<file path="src/hw/acs_pkg.sv">
// Package for the converter scan configuration block
package acs_pkg;
	// ----------------------------------------
	// Register offsets
	// ----------------------------------------
	localparam logic [3:0] ADDR_CTRL_TWO = 4'h0;
	localparam logic [3:0] ADDR_SCAN_HIGH = 4'h1;
	localparam logic [3:0] ADDR_SCAN_LOW = 4'h2;
	localparam logic [3:0] ADDR_MODE = 4'h3;
	localparam logic [3:0] ADDR_IRQ_STAT = 4'h4;
	localparam logic [3:0] ADDR_IRQ_MASK = 4'h5;
	// ----------------------------------------
	// Field positions
	// ----------------------------------------
	localparam int REF_LSB = 13;
	localparam int OFFSET_CALIBRATION_BIT = 12;
	localparam int SCAN_BIT = 10;
	localparam int CHSEL_LSB = 8;
	localparam int FILL_BIT = 7;
	localparam int SPLIT_BIT = 1;
	localparam int ALT_BIT = 0;
	localparam int MODE_TWELVE_BIT = 0;
	localparam int MODE_SECOND_INST_BIT = 1;
	// ----------------------------------------
	// Reset values and writable masks
	// ----------------------------------------
	localparam logic [15:0] CTRL_RESET = 16'h0000;
	localparam logic [15:0] CTRL_WMASK = 16'hF77F;
	localparam logic [15:0] SCAN_RESET = 16'h0000;
	localparam logic [15:0] OPAMP_RESET = 16'h0000;
	// Reference codes
	localparam logic [2:0] REF_SUPPLY = 3'h0;
	localparam logic [2:0] REF_EXT_POS = 3'h1;
	localparam logic [2:0] REF_EXT_NEG = 3'h2;
	localparam logic [2:0] REF_EXT_BOTH = 3'h3;
	// Interrupt status bits and scan sequence length
	localparam int IRQ_HALF_DONE = 0;
	localparam int IRQ_SCAN_WRAP = 1;
	localparam int SEQ_SLOTS = 32;
endpackage

</file>
<file path="src/hw/acs_scan_config.sv">
// Converter control two, input scan selection and sequencing control
//
// Behaviour
// - Second instance ignores external reference codes
// - Offset calibration ties both inputs to ground
// - Scan bit scans channel zero positive input
// - Channel select picks one, two or four channels
// - Channel select reads zero in twelve-bit mode
// - Fill status shows half being filled
// - Scan bit includes or skips its input
// - Missing scanned input converts low reference
// - Op amp mode selects op amp output
`timescale 1ns/100ps
module acs_scan_config #(
	parameter int NUM_INPUTS = 32,
	parameter logic [31:0] PRESENT_INPUTS = 32'hFFFF_FFFF,
	parameter logic [31:0] OPAMP_SHARED = 32'h0000_0000,
	parameter int HALF_SAMPLES = 8
) (
	input wire logic clk,
	input wire logic rstn,
	input wire logic [3:0] addr,
	input wire logic [15:0] wdata,
	input wire logic wr_en,
	input wire logic rd_en,
	output logic [15:0] rdata,
	input wire logic [NUM_INPUTS-1:0] op_amp_mode,
	input wire logic conv_done,
	output logic [2:0] ref_high_sel,
	output logic [2:0] ref_low_sel,
	output logic short_inputs,
	output logic [3:0] chan_enable,
	output logic [4:0] sample_mux_a_sel,
	output logic sample_mux_a_is_opamp,
	output logic sample_mux_a_is_low_ref,
	output logic irq
);
	import acs_pkg::*;

	// ----------------------------------------
	// Registers
	// ----------------------------------------
	logic [15:0] ctrl_r, ctrl_nxt;
	logic [15:0] scan_hi_r, scan_lo_r;
	logic [1:0] mode_r;
	logic [1:0] stat_r, stat_nxt;
	logic [1:0] mask_r;
	logic fill_r, fill_nxt;
	logic [4:0] slot_r, slot_nxt;
	logic [$clog2(HALF_SAMPLES+1)-1:0] cnt_r, cnt_nxt;
	logic [15:0] rdata_r;

	wire twelve_bit = mode_r[MODE_TWELVE_BIT];
	wire second_inst = mode_r[MODE_SECOND_INST_BIT];
	wire [31:0] scan_all = {scan_hi_r, scan_lo_r};
	wire [2:0] ref_code = ctrl_r[REF_LSB+:3];
	wire split_mode = ctrl_r[SPLIT_BIT];
	wire scan_on = ctrl_r[SCAN_BIT];
	wire [1:0] chsel = twelve_bit ? 2'h0 : ctrl_r[CHSEL_LSB+:2];

	// ----------------------------------------
	// Reference selection, input short and channel enables
	// ----------------------------------------
	// Codes 001..011 fall back to supply on the second instance
	wire [2:0] ref_eff = (second_inst && ref_code >= REF_EXT_POS && ref_code <= REF_EXT_BOTH)
		? REF_SUPPLY : ref_code;
	// 0 = analog supply/ground, 1 = external reference pin
	assign ref_high_sel = {2'h0, (ref_eff == REF_EXT_POS || ref_eff == REF_EXT_BOTH)};
	assign ref_low_sel = {2'h0, (ref_eff == REF_EXT_NEG || ref_eff == REF_EXT_BOTH)};
	assign short_inputs = ctrl_r[OFFSET_CALIBRATION_BIT];
	assign chan_enable = chsel[1] ? 4'hF : (chsel[0] ? 4'h3 : 4'h1);

	// ----------------------------------------
	// Scan sequencer
	// ----------------------------------------
	function automatic logic [4:0] next_slot(input logic [4:0] cur, input logic [31:0] sel);
		logic [4:0] res;
		logic found;
		res = cur;
		found = 1'b0;
		for (int i = 1; i <= SEQ_SLOTS; i++) begin
			if (!found && sel[5'(cur + 5'(i))]) begin
				res = 5'(cur + 5'(i));
				found = 1'b1;
			end
		end
		return res;
	endfunction

	wire [4:0] slot_next_sel = next_slot(slot_r, scan_all);
	wire wrap = scan_on && conv_done && (slot_next_sel <= slot_r);
	assign sample_mux_a_sel = scan_on ? slot_r : 5'h00;
	assign sample_mux_a_is_low_ref = scan_on && !PRESENT_INPUTS[slot_r];
	assign sample_mux_a_is_opamp = scan_on && PRESENT_INPUTS[slot_r]
		&& OPAMP_SHARED[slot_r] && op_amp_mode[slot_r];
	assign slot_nxt = (scan_on && conv_done) ? slot_next_sel : slot_r;

	// ----------------------------------------
	// Split buffer fill tracking
	// ----------------------------------------
	wire half_done = split_mode && conv_done && (cnt_r == ($bits(cnt_r))'(HALF_SAMPLES - 1));
	assign cnt_nxt = !split_mode ? '0 : (conv_done ? (half_done ? '0 : cnt_r + 1'b1) : cnt_r);
	assign fill_nxt = !split_mode ? 1'b0 : (half_done ? ~fill_r : fill_r);

	// ----------------------------------------
	// Register bus
	// ----------------------------------------
	wire wr_ctrl = wr_en && addr == ADDR_CTRL_TWO;
	wire rd_stat = rd_en && addr == ADDR_IRQ_STAT;
	assign ctrl_nxt = wr_ctrl ? (wdata & CTRL_WMASK) : ctrl_r;
	wire [1:0] events = {wrap, half_done};
	// Set wins over read-to-clear
	assign stat_nxt = events | (rd_stat ? 2'h0 : stat_r);
	wire [15:0] ctrl_view = {ctrl_r[15:10], chsel, fill_r, ctrl_r[6:0]};
	logic [15:0] rd_mux;
	always_comb begin
		if (addr == ADDR_CTRL_TWO) begin
			rd_mux = ctrl_view;
		end else if (addr == ADDR_SCAN_HIGH) begin
			rd_mux = scan_hi_r;
		end else if (addr == ADDR_SCAN_LOW) begin
			rd_mux = scan_lo_r;
		end else if (addr == ADDR_MODE) begin
			rd_mux = {14'h0, mode_r};
		end else if (addr == ADDR_IRQ_STAT) begin
			rd_mux = {14'h0, stat_r};
		end else if (addr == ADDR_IRQ_MASK) begin
			rd_mux = {14'h0, mask_r};
		end else begin
			rd_mux = 16'h0000;
		end
	end

	always_ff @(posedge clk or negedge rstn) begin
		if (!rstn) begin
			ctrl_r <= CTRL_RESET;
			scan_hi_r <= SCAN_RESET;
			scan_lo_r <= SCAN_RESET;
			mode_r <= 2'h0;
			mask_r <= 2'h0;
		end else begin
			ctrl_r <= ctrl_nxt;
			if (wr_en && addr == ADDR_SCAN_HIGH) scan_hi_r <= wdata;
			if (wr_en && addr == ADDR_SCAN_LOW) scan_lo_r <= wdata;
			if (wr_en && addr == ADDR_MODE) mode_r <= wdata[1:0];
			if (wr_en && addr == ADDR_IRQ_MASK) mask_r <= wdata[1:0];
		end
	end

	always_ff @(posedge clk or negedge rstn) begin
		if (!rstn) begin
			stat_r <= 2'h0;
			fill_r <= 1'b0;
			slot_r <= 5'h00;
			cnt_r <= '0;
			rdata_r <= 16'h0000;
		end else begin
			stat_r <= stat_nxt;
			fill_r <= fill_nxt;
			slot_r <= slot_nxt;
			cnt_r <= cnt_nxt;
			rdata_r <= rd_en ? rd_mux : 16'h0000;
		end
	end

	assign rdata = rdata_r;
	assign irq = |(stat_r & mask_r);
endmodule // acs_scan_config

</file>
<file path="config.mk">
export PLATFORM = sky130hd
export DESIGN_NAME = acs_scan_config
export DESIGN_NICKNAME = d
export VERILOG_FILES = /design/src/hw/acs_pkg.sv /design/src/hw/acs_scan_config.sv
export SDC_FILE = /design/constraint.sdc
export NUM_CORES = 1
export LEC_CHECK = 0
export BUFFER_PORTS_ARGS = -buffer_cell sky130_fd_sc_hd__buf_4
export CORE_AREA = 2 2 158 160
export CTS_CLUSTER_SIZE = 40
export DETAILED_ROUTE_END_ITERATION = 7
export DIE_AREA = 0 0 160 162
export PLACE_DENSITY = 0.66
export SETUP_SLACK_MARGIN = 0.15
export SYNTH_ARGS = -nofsm -noshare
export SYNTH_HDL_FRONTEND = slang
export SYNTH_SLANG_ARGS = --single-unit
</file>
<file path="constraint.sdc">
create_clock -name clk -period 12.9 [get_ports clk]
set_input_delay 0.645 -clock clk [delete_from_list [all_inputs] [get_ports clk]]
set_output_delay 0.645 -clock clk [all_outputs]
set_load 0.005 [all_outputs]
</file>
# --- After elaboration in Yosys (flattened, before gate mapping) ---
# Memory sizes are Yosys's and may differ from the RTL's.
# Index checks and enable logic that the tools add are counted.
# Widths: inputs -> output; s select.
word_totals:
  output_inout_bits: 35
  n_memories: 2
  rom_bits: 64
  reg_bits: 78
memory_table:
  columns: ["name", "depth", "width", "read_ports", "rd_ports_with_merged_regs", "write_ports", "line", "source"]
  rows:
  - ["(name not given)", 32, 1, 1, 0, 0, "acs_scan_config.sv:95", "&& OPAMP_SHARED[slot_r] && op_amp_mode[slot_r];"]
  - ["(name not given)", 32, 1, 1, 0, 0, "acs_scan_config.sv:94", "assign sample_mux_a_is_opamp = scan_on && PRESENT_INPUTS[slot_r]"]
op_classes:
  n_bitwise: 3
  order_cmp: 35
  n_reduce_logical: 83
  n_addsub: 32
  n_mux: 149
  n_eq_ne: 11
ops:
  columns: ["operator", "count"]
  rows:
  - ["$lt 5x6->1 const B", 32]
  - ["$bmux 1 s5", 33]
  - ["$mux 5", 33]
  - ["$add 5x5->5 const B", 16]
  - ["$mux 1", 68]
  - ["$mux 16", 4]
  - ["$logic_and 1x1->1", 47]
  - ["$add 5x4->5 const B", 8]
  - ["$logic_not 1->1", 32]
  - ["$add 5x3->5 const B", 4]
  - ["$mux 4", 4]
  - ["$eq 4x3->1 const B", 3]
  - ["$mux 2", 6]
  - ["$add 5x2->5 const B", 2]
  - ["$eq 4x2->1 const B", 2]
  - ["$eq 3x2->1 const B", 2]
  - ["$add 5x1->5 const B", 1]
  - ["$le 5x5->1", 1]
  - ["$add 4x1->4 const B", 1]
  - ["$eq 4x1->1 const B", 1]
  - ["$logic_not 4->1", 1]
  - ["$eq 3x1->1 const B", 1]
  - ["$ge 3x1->1 const B", 1]
  - ["$le 3x2->1 const B", 1]
  - ["other kinds (8)", 9]

# --- Depth between registers and ports, before layout ---
logic_depth:
  depth_word: 100
  mapped_depth: 31
  mapped_depth_nobuf: 23

# --- Worst setup path after synthesis ---
# No wires, ideal clock.
synth_timing:
  path_kind: "reg2reg"
  startpoint: "reg slot_r[2]"
  endpoint: "reg stat_r[1]"
  arrival_time_ns: 6.343
  setup_ns: 0.122
  path_stages_with_launch: 28
  t_required_ns: 12.778
  setup_slack_ns: 6.435
  path_cell_list: "dfrtp_1 -> buf_2 -> inv_1 -> clkbuf_1 -> ha_1 -> xnor2_1 -> mux4_2 -> mux2_2 -> mux4_2 -> or4_1 -> nor4_4 -> nand4_2 -> or3_1 -> buf_2 -> or4_4 -> buf_6 -> o21ai_1 -> a211oi_1 -> a21oi_1 -> o21ai_1 -> ha_1 -> nor2b_1 -> o21ai_0 -> nand2b_1 -> a21oi_1 -> nor2b_1 -> o22ai_1 -> a32o_1"
synth_between:
  elab_chain_cells: 100
  elab_cells_between_ends: 223
synth_rtl:
  columns: ["element", "line", "source"]
  rows:
  - ["from (decl)", "acs_scan_config.sv:49", "logic [4:0] slot_r, slot_nxt;"]
  - ["from (signal assigned)", "acs_scan_config.sv:160", "slot_r <= slot_nxt;"]
  - ["$add 5x1->5", "acs_scan_config.sv:82", "if (!found && sel[5'(cur + 5'(i))]) begin"]
  - ["$bmux 1 s5", "acs_scan_config.sv:82", null]
  - ["$mux 1 (not written as such)", "acs_scan_config.sv:82", null]
  - ["$mux 1", "acs_scan_config.sv:82", null]
  - ["$logic_not 1->1", "acs_scan_config.sv:82", null]
  - ["$logic_and 1x1->1", "acs_scan_config.sv:82", null]
  - ["$mux 1", "acs_scan_config.sv:82", null]
  - ["$logic_not 1->1", "acs_scan_config.sv:82", null]
  - ["[86 not listed]", null, null]
  - ["$logic_not 1->1", "acs_scan_config.sv:82", null]
  - ["$logic_and 1x1->1", "acs_scan_config.sv:82", null]
  - ["$mux 5 *", "acs_scan_config.sv:82", null]
  - ["named net slot_next_sel[1]", "acs_scan_config.sv:90", "wire [4:0] slot_next_sel = next_slot(slot_r, scan_all);"]
  - ["$le 5x5->1 *", "acs_scan_config.sv:91", "wire wrap = scan_on && conv_done && (slot_next_sel <= slot_r);"]
  - ["$logic_and 1x1->1 *", "acs_scan_config.sv:91", null]
  - ["$or 2x2->2 *", "acs_scan_config.sv:113", "assign stat_nxt = events | (rd_stat ? 2'h0 : stat_r);"]
  - ["named net stat_nxt[1]", "acs_scan_config.sv:46", "logic [1:0] stat_r, stat_nxt;"]
  - ["to (signal assigned)", "acs_scan_config.sv:158", "stat_r <= stat_nxt;"]
  - ["to (decl)", "acs_scan_config.sv:46", null]
# Mark *: on every way through the listed nets, which the timed path passes. The rest lies on a longest branch. The select of a mux whose other input is x is not followed.
# A chain may end at the register's enable or synchronous reset.

# --- Worst setup path after layout ---
layout_timing:
  startpoint: "reg slot_r[0]"
  endpoint: "reg stat_r[1]"
layout_between:
  elab_chain_cells: 100
  elab_cells_between_ends: 223
layout_rtl:
  columns: ["element", "line"]
  rows:
  - ["$add 5x1->5", "acs_scan_config.sv:82, acs_scan_config.sv:83"]
  - ["$bmux 1 s5", "acs_scan_config.sv:82"]
  - ["$mux 1 (not written as such)", "acs_scan_config.sv:82"]
  - ["$mux 1", "acs_scan_config.sv:82"]
  - ["$logic_not 1->1", "acs_scan_config.sv:82"]
  - ["$logic_and 1x1->1", "acs_scan_config.sv:82"]
  - ["$mux 1", "acs_scan_config.sv:82"]
  - ["$logic_not 1->1", "acs_scan_config.sv:82"]
  - ["[86 not listed]", null]
  - ["$logic_not 1->1", "acs_scan_config.sv:82"]
  - ["$logic_and 1x1->1", "acs_scan_config.sv:82"]
  - ["$mux 5 *", "acs_scan_config.sv:82"]
  - ["named net slot_next_sel[1]", "acs_scan_config.sv:90"]
  - ["$le 5x5->1 *", "acs_scan_config.sv:91"]
  - ["$logic_and 1x1->1 *", "acs_scan_config.sv:91"]
  - ["$or 2x2->2 *", "acs_scan_config.sv:113"]
  - ["named net stat_nxt[1]", "acs_scan_config.sv:46"]
# Marked as above.

==> run metrics <==
crit start category=flip-flop; vias post-DR=~9,000; Synth async-reset ratio=between 90% and 100%; setup bufs post-CTS=0; synth top area cells=dfrtp_1 20%, mux4_2 14%, mux2_2 8.6%; commonest non-fill, non-tap cell in the layout=mux2i_1; CTS resizes=0; Longest Clk Path Bufs=2; Cell Rows=57; slew margin rel.=22.6%; Clock Latency Late Sink=0.33 ns; syn avg cell area=around 9.3 µm²; flop-to-flop setup slack=roughly 5.0 ns; Yosys cell types=94; worst setup path endpoint=stat_r[1]; Final ANT Viol Nets=0; Yosys warning total=0; hold_buf cts=0; worst r2r src=slot_r[0]; final net count=approximately 1,100; mux cell area share after synthesis=between 30% and 40%; DRC errors left=0; vias in the first global route=roughly 8,700; Reg2Reg Depth=23; min-delay worst type=in -> async; Synth Area in Adders=under 10%; area of the mapped netlist=approximately 0.0095 mm²; Root Driver=clkbuf_16; Area Growth Syn to Fin=10.4%; most frequent cells in the layout=80 x mux2i_1, 76 x dfrtp_1, 76 x buf_4; Ports=around 90; main combinational cell family by area after synthesis=multiplexers; Starting DRT DRC Count=1,344; cells after synthesis=1,022; Core Region=approximately 0.024 mm²; Yosys reg bits=slightly below 80; CP Max Fanout=30; EDFF count, synth=0; ANT cells=0; Worst Setup SP=slot_r[0]; share of cells above drive strength 1=about a quarter; first-pass GRT wire length=51,600 µm; initial core utilization=between 30% and 40%; Crit. End Element=flip-flop; Yosys top cell area share=~20%; total routed wirelength=around 34,000 µm; Least-Margin Pin Slew=~1.2 ns; Pins Over Slew Limit=0; Critical R2R Capture=stat_r[1]; Die W=roughly 160 µm; simple-gate share of the synthesized area=17.1%; type of the worst setup path=reg -> reg; pin count of the biggest net entering global routing=between 70 and 80; die area=0.0259 mm²; clock-pin slew on the worst setup and hold paths=about 0.060 ns; xor/xnor share of the synthesized area=about 3.3%; hold_ws=around 0.46 ns; top achievable clock speed=around 0.13 GHz; worst clock skew=approximately 0.006 ns; outcome=finished clean; initial antenna violation count=1; post-synthesis compound-gate area fraction=20.0%; predominant post-synthesis flop cell=dfrtp_1; dpl hpwl=~25,000 µm; Clock H-tree levels=3; clock sink count=between 70 and 80; WL/cell=between 20 and 25 µm; Port Buffers=between 50 and 60; remaining global-route overflow=0; CTS tree=yes; Critical Path RT=around 13 ns; final hold violations=0; Yosys top cell by area=dfrtp_1; total CTS buffers=9; GRT Util Overall=25.5%; final setup TNS=0 ns; # setup viols final=0; max-cap check violation count=0; Tmin final=a little under 8 ns; RSZ-0062 raised after global routing=no; RePlAce Congestion=around 0.98; Die Y=162 µm; Tcrit/Tclk final=about three fifths; number of vias per cell=between 6 and 7; Seq/Total Area, Yosys=slightly above 20%; drt first pass iters=8; crit path DAT=around 8.2 ns
## metrics by stage
| step | utilization (%) | instance area [µm²] | std cells | setup slack [ns] |
|---|---|---|---|---|
| 2_1_floorplan | - | 9560 | 1027 | 6.44 |
| 3_3_place_gp | 42.2 | 10200 | 1354 | 5.24 |
| 3_5_place_dp | 42.2 | 10200 | 1354 | 5.20 |
| 4_1_cts | 43.7 | 10500 | 1370 | 5.18 |
| 5_1_grt | 43.7 | 10500 | 1370 | 4.62 |
| 6_report | 43.7 | 10500 | 1370 | 4.99 |
## cell usage after synthesis, types with 7 or more instances
| cell | number |
|---|---|
| clkbuf_1 | 40 |
| a211oi_1 | 17 |
| mux2i_1 | 80 |
| a31oi_1 | 7 |
| nand4_1 | 11 |
| a222oi_1 | 15 |
| nand2_1 | 65 |
| and3_1 | 9 |
| dfrtp_1 | 78 |
| nor4_1 | 9 |
| buf_2 | 13 |
| nor2b_1 | 32 |
| xor2_1 | 9 |
| mux4_2 | 58 |
| nand2b_1 | 8 |
| and2_1 | 13 |
| o21ai_0 | 29 |
| ha_1 | 19 |
| a21oi_1 | 42 |
| or3_1 | 10 |
| a22oi_1 | 9 |
| xnor2_1 | 25 |
| a221oi_1 | 8 |
| a21boi_0 | 9 |
| mux2_2 | 73 |
| inv_1 | 24 |
| o211ai_1 | 10 |
| nor2_1 | 65 |
| nor3_1 | 35 |
| nand3_1 | 28 |
| o22ai_1 | 12 |
| buf_4 | 11 |
## cell type report
cell class,instances,area [µm²]
clock buffer,11,243
clock inverter,5,106
fill,2404,13600
inverter,29,111
multi-input combinational,847,7140
sequential,78,1950
tap,324,405
timing repair buffer,76,571
## worst max-delay path: stages, from the launching register on
cell,delay (ns)
dfrtp_2,0.49
clkinv_1,0.34
ha_2,0.71
buf_4,0.47
mux2_2,0.40
mux2_2,0.28
o211a_1,0.31
a22o_1,0.34
or4b_1,0.73
nor4_4,0.53
nand4_1,0.39
nor4_1,0.72
or2_2,0.22
a2111oi_0,0.05
or3_1,0.47
o21ai_1,0.22
ha_1,0.27
nor2b_1,0.13
o21ai_0,0.16
nand2b_1,0.08
a21oi_1,0.14
nor2b_1,0.06
o22ai_1,0.16
a32o_1,0.18
## registers in the layout (all words and copies together), names as in the netlist
| name | flops |
|---|---|
| mask_r | 2 |
| fill_r | 1 |
| rdata | 16 |
| stat_r | 2 |
| scan_hi_r | 16 |
| ctrl_r | 14 |
| scan_lo_r | 16 |
| slot_r | 5 |
| cnt_r | 4 |
| mode_r | 2 |
## worst min path at each step
stage	startpoint	endpoint	slack (ns)	cells past startpoint
floorplan	rstn	cnt_r[0]	0.35	0
global placement	ctrl_r[6]	ctrl_r[6]	0.49	1
detailed placement	ctrl_r[3]	ctrl_r[3]	0.49	1
CTS	rstn	cnt_r[3]	0.51	1
global route	ctrl_r[3]	ctrl_r[3]	0.52	1
finish	rstn	cnt_r[3]	0.46	1
## kinds of logic after synthesis
logic type / after synthesis
AO/OA/AOI/OAI: 258
XOR/XNOR: 35
adder cells (fa/ha/maj): 19
buffers and inverters: 102
flip-flops: 78
multiplexers: 214
other: 2
AND/OR/NAND/NOR: 314
## layer usage
metal	share of wire (%)	up-vias	global-route usage, %	wire, µm
met5	0	-	0	0
met4	5.0	0	11.7	1690
met3	9.5	103	3.19	3190
met2	44	563	39.5	14800
met1	42	4495	35.6	14100
li1	-	4054	-	-
Power is not shown: default switching activity piles up to over one toggle a cycle in this logic, so the estimate is an artifact.
